`src/shared/smf_defines.svh`:
```
// offsets, field positions, reset values and timing counts of the monitor
`ifndef SMF_DEFINES_SVH
`define SMF_DEFINES_SVH
`define SMF_CTRL_ADDR 8'hDF
`define SMF_CTRL_RESET 8'hDE
`define SMF_BIT_DCMP 6
`define SMF_BIT_FLAG 5
`define SMF_BIT_TRIP_HI 4
`define SMF_BIT_TRIP_LO 3
`define SMF_BIT_EN 0
`define SMF_TRIP_308 2'h1
`define SMF_TRIP_293 2'h2
`define SMF_CLK_HZ 200000000
`define SMF_HOLD_MS 250
`define SMF_HOLD_CYC ((`SMF_CLK_HZ / 1000) * `SMF_HOLD_MS)
`define SMF_GLITCH_NS 100
`define SMF_GLITCH_CYC ((`SMF_GLITCH_NS * 200 + 999) / 1000)
`endif

```
`src/shared/smf_pkg.sv`:
```
// types shared by the supply monitor flag logic
package smf_pkg;
    // special-function register access from the core
    typedef struct packed {
        logic wr;
        logic rd;
        logic [7:0] addr;
        logic [7:0] wdata;
    } smf_sfr_req_s;
    // comparator pair as it arrives from the analog side
    typedef struct packed {
        logic digital_ok;
        logic analog_ok;
    } smf_cmp_s;
    typedef enum logic [2:0] {
        SMF_IDLE = 3'b001,
        SMF_LOW = 3'b010,
        SMF_HOLD = 3'b100
    } smf_state_e;
endpackage

```
`src/hdl/smf_sync.sv`:
```
// three-stage synchroniser with agreement filter for one comparator
`timescale 1ns/100ps
module smf_sync
(
    input wire logic i_clk_sys,
    input wire logic i_srst,
    input wire logic i_async,
    output logic o_level
);
    logic [2:0] sync_reg;
    logic [2:0] sync_next;
    logic level_reg;
    logic level_next;

    // stage 2 and 3 must agree before the level moves
    always_comb
    begin
        sync_next = {sync_reg[1:0], i_async};
        level_next = level_reg;
        if (sync_reg[1] == sync_reg[2])
        begin
            level_next = sync_reg[2];
        end
    end

    // comparators idle high, so reset assumes a good supply
    always_ff @(posedge i_clk_sys)
    begin
        if (i_srst)
        begin
            sync_reg <= 3'h7;
            level_reg <= 1'b1;
        end
        else
        begin
            sync_reg <= sync_next;
            level_reg <= level_next;
        end
    end

    assign o_level = level_reg;
endmodule

```
`src/hdl/smf_glitch.sv`:
```
// stretch filter: low must persist a number of cycles before it counts
`timescale 1ns/100ps
`include "smf_defines.svh"
module smf_glitch
(
    input wire logic i_clk_sys,
    input wire logic i_srst,
    input wire logic i_level,
    output logic o_low
);
    localparam int unsigned CW = 8;
    localparam logic [CW-1:0] LIMIT = CW'(`SMF_GLITCH_CYC);
    logic [CW-1:0] cnt_reg;
    logic [CW-1:0] cnt_next;
    logic low_reg;
    logic low_next;

    // lows shorter than the limit are dropped; any high restarts the count
    always_comb
    begin
        cnt_next = '0;
        low_next = 1'b0;
        if (!i_level)
        begin
            if (cnt_reg >= LIMIT)
            begin
                cnt_next = cnt_reg;
                low_next = 1'b1;
            end
            else
            begin
                cnt_next = cnt_reg + CW'(1);
            end
        end
    end

    always_ff @(posedge i_clk_sys)
    begin
        if (i_srst)
        begin
            cnt_reg <= '0;
            low_reg <= 1'b0;
        end
        else
        begin
            cnt_reg <= cnt_next;
            low_reg <= low_next;
        end
    end

    assign o_low = low_reg;
endmodule

```
`src/hdl/smf_monitor.sv`:
```
// supply monitor control register, low-supply flag and hold-off counter
//
// How it works
// - trip_select picks 3.08 V (01) or 2.93 V (10) for the comparator.
// - the flag goes high whenever either filtered comparator is low while bit 0 is 1.
// - once both comparators are high again a 250 ms counter runs.
// - when that counter expires the flag clears by itself.
// - software may write the flag but cannot clear it while low.
// - bit 6 reads the live digital comparator and ignores writes.
// - bit 6 reads 1 above the trip point and 0 below it.
// - the interrupt request leaves only when the core enable is set.
// - short lows on the comparators are filtered and never set it.
// - bits 4 and 3 hold the two-bit digital trip select field.
// - the monitor acts only while enable bit 0 is 1.
`timescale 1ns/100ps
`include "smf_defines.svh"
module smf_monitor
#(
    parameter int unsigned HOLD_CYC = `SMF_HOLD_CYC
)
(
    input wire logic i_clk_sys,
    input wire logic i_srst,
    input wire smf_pkg::smf_sfr_req_s i_sfr,
    input wire smf_pkg::smf_cmp_s i_cmp,
    input wire logic i_irq_enable,
    output logic [7:0] o_rdata,
    output logic o_irq,
    output logic [1:0] o_trip_select,
    output logic o_monitor_enable
);
    import smf_pkg::*;

    localparam int unsigned HW = 26;

    logic dig_level;
    logic ana_level;
    logic dig_low;
    logic ana_low;
    logic any_low;
    logic sel_wr;
    logic sel_rd;

    logic [1:0] trip_reg;
    logic [1:0] trip_next;
    logic en_reg;
    logic en_next;
    logic flag_reg;
    logic flag_next;
    logic [HW-1:0] hold_reg;
    logic [HW-1:0] hold_next;
    smf_state_e state_reg;
    smf_state_e state_next;
    logic [7:0] rdata_reg;
    logic [7:0] rdata_next;
    logic irq_reg;
    logic irq_next;

    // comparators arrive from the analog domain, so synchronise first
    smf_sync u_sync_dig
    (
        .i_clk_sys(i_clk_sys),
        .i_srst(i_srst),
        .i_async(i_cmp.digital_ok),
        .o_level(dig_level)
    );

    smf_sync u_sync_ana
    (
        .i_clk_sys(i_clk_sys),
        .i_srst(i_srst),
        .i_async(i_cmp.analog_ok),
        .o_level(ana_level)
    );

    // glitch filters sit behind the synchronisers
    smf_glitch u_glitch_dig
    (
        .i_clk_sys(i_clk_sys),
        .i_srst(i_srst),
        .i_level(dig_level),
        .o_low(dig_low)
    );

    smf_glitch u_glitch_ana
    (
        .i_clk_sys(i_clk_sys),
        .i_srst(i_srst),
        .i_level(ana_level),
        .o_low(ana_low)
    );

    // a disabled monitor sees no lows at all
    assign any_low = en_reg & (dig_low | ana_low);

    // only the control register answers; any other address is ignored,
    // so a stray access elsewhere can never clear the flag by accident
    always_comb
    begin
        sel_wr = 1'b0;
        sel_rd = 1'b0;
        if (i_sfr.addr == `SMF_CTRL_ADDR)
        begin
            sel_wr = i_sfr.wr;
            sel_rd = i_sfr.rd;
        end
        else
        begin
            sel_wr = 1'b0;
            sel_rd = 1'b0;
        end
    end

    // writable control fields
    always_comb
    begin
        trip_next = trip_reg;
        en_next = en_reg;
        if (sel_wr)
        begin
            trip_next = i_sfr.wdata[`SMF_BIT_TRIP_HI:`SMF_BIT_TRIP_LO];
            en_next = i_sfr.wdata[`SMF_BIT_EN];
        end
    end

    always_ff @(posedge i_clk_sys)
    begin
        if (i_srst)
        begin
            trip_reg <= 2'(`SMF_CTRL_RESET >> `SMF_BIT_TRIP_LO);
            en_reg <= 1'(`SMF_CTRL_RESET >> `SMF_BIT_EN);
        end
        else
        begin
            trip_reg <= trip_next;
            en_reg <= en_next;
        end
    end

    // flag and hold-off sequencing; hardware set beats a software clear
    always_comb
    begin
        state_next = state_reg;
        hold_next = hold_reg;
        flag_next = flag_reg;
        if (sel_wr)
        begin
            // a clear is refused while any comparator is low
            if (i_sfr.wdata[`SMF_BIT_FLAG] || !any_low)
            begin
                flag_next = i_sfr.wdata[`SMF_BIT_FLAG];
            end
        end
        case (state_reg)
            SMF_IDLE:
            begin
                hold_next = '0;
                if (any_low)
                begin
                    state_next = SMF_LOW;
                end
            end
            SMF_LOW:
            begin
                hold_next = '0;
                if (!any_low)
                begin
                    state_next = SMF_HOLD;
                end
            end
            SMF_HOLD:
            begin
                if (any_low)
                begin
                    state_next = SMF_LOW;
                    hold_next = '0;
                end
                else if (hold_reg >= HW'(HOLD_CYC - 1))
                begin
                    state_next = SMF_IDLE;
                    hold_next = '0;
                    flag_next = 1'b0;
                end
                else
                begin
                    hold_next = hold_reg + HW'(1);
                end
            end
            default:
            begin
                state_next = SMF_IDLE;
                hold_next = '0;
            end
        endcase
        if (any_low)
        begin
            flag_next = 1'b1;
        end
    end

    always_ff @(posedge i_clk_sys)
    begin
        if (i_srst)
        begin
            state_reg <= SMF_IDLE;
            hold_reg <= '0;
            flag_reg <= 1'(`SMF_CTRL_RESET >> `SMF_BIT_FLAG);
        end
        else
        begin
            state_reg <= state_next;
            hold_reg <= hold_next;
            flag_reg <= flag_next;
        end
    end

    // registered read data and gated interrupt request
    always_comb
    begin
        rdata_next = rdata_reg;
        if (sel_rd)
        begin
            rdata_next = 8'h00;
            rdata_next[`SMF_BIT_DCMP] = dig_level;
            rdata_next[`SMF_BIT_FLAG] = flag_reg;
            rdata_next[`SMF_BIT_TRIP_HI:`SMF_BIT_TRIP_LO] = trip_reg;
            rdata_next[`SMF_BIT_EN] = en_reg;
        end
        irq_next = flag_reg & i_irq_enable;
    end

    always_ff @(posedge i_clk_sys)
    begin
        if (i_srst)
        begin
            rdata_reg <= 8'h00;
            irq_reg <= 1'b0;
        end
        else
        begin
            rdata_reg <= rdata_next;
            irq_reg <= irq_next;
        end
    end

    // trip select drives the analog threshold mux directly
    assign o_rdata = rdata_reg;
    assign o_irq = irq_reg;
    assign o_trip_select = trip_reg;
    assign o_monitor_enable = en_reg;
endmodule

```
`config.mk`:
```
export PLATFORM = sky130hd
export DESIGN_NAME = smf_monitor
export DESIGN_NICKNAME = d
export VERILOG_FILES = /design/src/shared/smf_pkg.sv /design/src/hdl/smf_sync.sv /design/src/hdl/smf_glitch.sv /design/src/hdl/smf_monitor.sv
export VERILOG_INCLUDE_DIRS = /design/src /design/src/shared
export SDC_FILE = /design/constraint.sdc
export NUM_CORES = 1
export LEC_CHECK = 0
export BUFFER_PORTS_ARGS = -buffer_cell sky130_fd_sc_hd__buf_2
export CORE_ASPECT_RATIO = 0.8
export CORE_MARGIN = 4
export CORE_UTILIZATION = 50
export DETAILED_ROUTE_END_ITERATION = 6
export MAX_ROUTING_LAYER = met4
export PLACE_DENSITY = 0.76
export SLEW_MARGIN = 15
export SYNTH_ARGS = -nofsm -noshare
export SYNTH_HDL_FRONTEND = slang
export SYNTH_SLANG_ARGS = --single-unit
```
`constraint.sdc`:
```
create_clock -name i_clk_sys -period 1.9 [get_ports i_clk_sys]
set_input_delay 0.19 -clock i_clk_sys [delete_from_list [all_inputs] [get_ports i_clk_sys]]
set_output_delay 0.19 -clock i_clk_sys [all_outputs]
set_load 0.1 [all_outputs]
```
==> results.txt <==
Worst setup EP type: flop
H-Tree Depth: 3
Maxcap violations: 0
Yosys top cell area share: 0.4842
Layout Area Growth over Synthesis: 16.81%
Share of post-route cells with drive strength above 1: 0.2242
Sw frac: 0.2069
Skew-Pair Late Insertion Delay: 0.34 ns
Initial DRC Count: 97
Worst Path Max Fanout: 7
Tcrit/Tclk final: 0.9530
GRT Total Usage: 0.1467
Via density: 5.020
Clk_skew: 0.005785 ns
Reg2Reg Depth: 6
Total congestion overflow: 0
Top-Level Pins: 35
Pre-CTS WS: 0.07556 ns
Detailed Routing Iterations Pass 1: 4
Net load switching power: 0.5579 mW
Final wirelength: 4584 um
Placed insts: 376
Clock transition at path regs: 0.07 ns
RSZ-0062 raised after global routing: no
Postcts setup bufs: 0
Crit Path Class: flop to flop
Worst vdd ir: 0.4653 mV
Worst-case clock buffer depth: 2
Internal power: 2.139 mW
Clock Power Share: 0.469
Syn Inst Count: 292
Routed len/inst: 11.69 um
Largest net degree at the start of global routing: 27
Number of antenna violations at the first check in global routing: 0
Sequential Power Share: 0.508
Required time of the critical path: 2.13 ns
Yosys reg bits: 65
Synth Flop Type: dfxtp_1
Area of the die: 6620 um^2
Status: complete, no violations
Power Density: 859.0 nW/um^2
Class of the worst hold path: input pin to flop
Crit path time final: 1.811 ns
# hold bufs at CTS: 0
EDFF count, synth: 0
Most common cell after layout, fill and taps aside: dfxtp_1
Root Buffer: clkbuf_8
CTS Buf Count: 9
Core Region: 5094 um^2
Seq/Total Area, Yosys: 0.4842
Antenna cells: 0
# resized after CTS: 0
Crit path DAT: 2.04 ns
Routed via count: 1968
Hold Path Stages: 2
Setup violations, final: 0
Post-synth top area cell: dfxtp_1
Starting density of the core: 0.5276
Global-route wire length before repair: 7458 um
Residual DRC: 0
Placer's final routability congestion estimate: 0.8259
Final critical-path setup slack: 0.08930 ns
Port bufs: 27
Leak: 1.198 nW
Fill cell total of the finished layout: 437
Post-Layout Cell Count: 392
Warnings from Yosys: 0
CTS tree: done
Post-detailed-route count of antenna-violating nets: 0
Mapped Area: 2688 um^2
Startpoint Class: flop
Comb power frac: 0.023
TritonCTS Sinks: 65
Fin Setup TNS: 0 ns
Largest register FFs: 26
Async set or reset register ratio after synthesis: 0
Vias in the first global route: 1670
Largest cells by area after synthesis: dfxtp_1, nor2_1, xnor2_1
Commonest non-fill, non-tap cells in the layout: dfxtp_1, nor2_1, buf_2
Final-stage net count: 353
Yosys cell types: 45
Die Wd: 89.97 um
Final Max Tran Viols: 0
Final hold violations: 0
Row cnt: 23
Die Y-Extent: 73.58 um
Avg Inst Size Synth: 9.204 um^2
Detail Placement HPWL: 3143 um
Peak Freq: 0.5523 GHz
==> synthesized netlist by cell type (all sizes together) (3+ instances only) <==
cell,n
dfxtp,65
and3,3
nand3,7
clkbuf,6
nand2,16
xor2,9
and2,8
nor4,3
a21oi,6
o21ai,8
inv,9
nand4,9
and4,3
mux2i,7
nor2,62
nor3,12
ha,5
buf,6
xnor2,20
or2,8
==> routing by layer <==
metal	track usage	vias up	part of all wire
li1	-	1041	-
met1	0.1888	892	0.49
met2	0.2042	28	0.45
met3	0.04913	7	0.045
met4	0.07980	0	0.013
met5	-	-	0
==> metrics by stage <==
step / hold WS [ns] / cell area (um^2) / util / total power [mW]
5_1_grt: 0.01976 / 3139 / 0.6163 / 2.800
2_1_floorplan: 0.2938 / 2696 / - / 1.446
3_3_place_gp: 0.3753 / 2893 / 0.5679 / 1.462
3_5_place_dp: 0.3740 / 2893 / 0.5679 / 1.463
6_report: 0.03081 / 3139 / 0.6163 / 2.697
4_1_cts: 0.01709 / 3118 / 0.6121 / 2.728
==> power groups by stage <==
stage / clock (mW) / combinational (mW) / sequential, mW
after CTS: 1.30 / 0.0626 / 1.37
after detailed placement: 0 / 0.0624 / 1.40
after global routing: 1.36 / 0.0661 / 1.37
final: 1.26 / 0.0625 / 1.37
after global placement: 0 / 0.0615 / 1.40
after floorplan: 0 / 0.0441 / 1.40
==> critical path, stage by stage, from the launching register on <==
cell and delay [ns]:
dfxtp_2 0.38, ha_4 0.16, nand4_2 0.11, or4_4 0.65
nor3_2 0.20, xnor2_1 0.16, nor2_2 0.04
==> final timing paths <==
kind / startpoint / slack (ns) / to
worst max-delay path: hold_reg[0] / 0.09 / hold_reg[22]
worst min-delay path: i_cmp[1] / 0.03 / u_sync_dig.sync_reg[0]
worst max register to register: hold_reg[0] / 0.09 / hold_reg[22]
worst min register to register: u_sync_ana.sync_reg[0] / 0.41 / u_sync_ana.sync_reg[1]
==> logic make-up after synthesis <==
logic type,after synthesis,share of synthesized area
simple gates,139,0.2682
flops,65,0.4842
xor+xnor,29,0.09451
compound gates,25,0.06518
buf+inv,21,0.03724
mux,7,0.02607
fa+ha+maj,5,0.02328
other cells,1,0.001395
==> layout make-up <==
type	instances	area, um^2	area share
multi-input combinational	208	1313	0.4181
sequential	65	1305	0.4157
timing repair buffer	32	185.2	0.05899
clock buffer	13	178.9	0.05699
tap	62	77.57	0.02471
clock inverter	3	46.29	0.01475
inverter	9	33.78	0.01076
No activity file was read; power rests on OpenSTA's default activity.
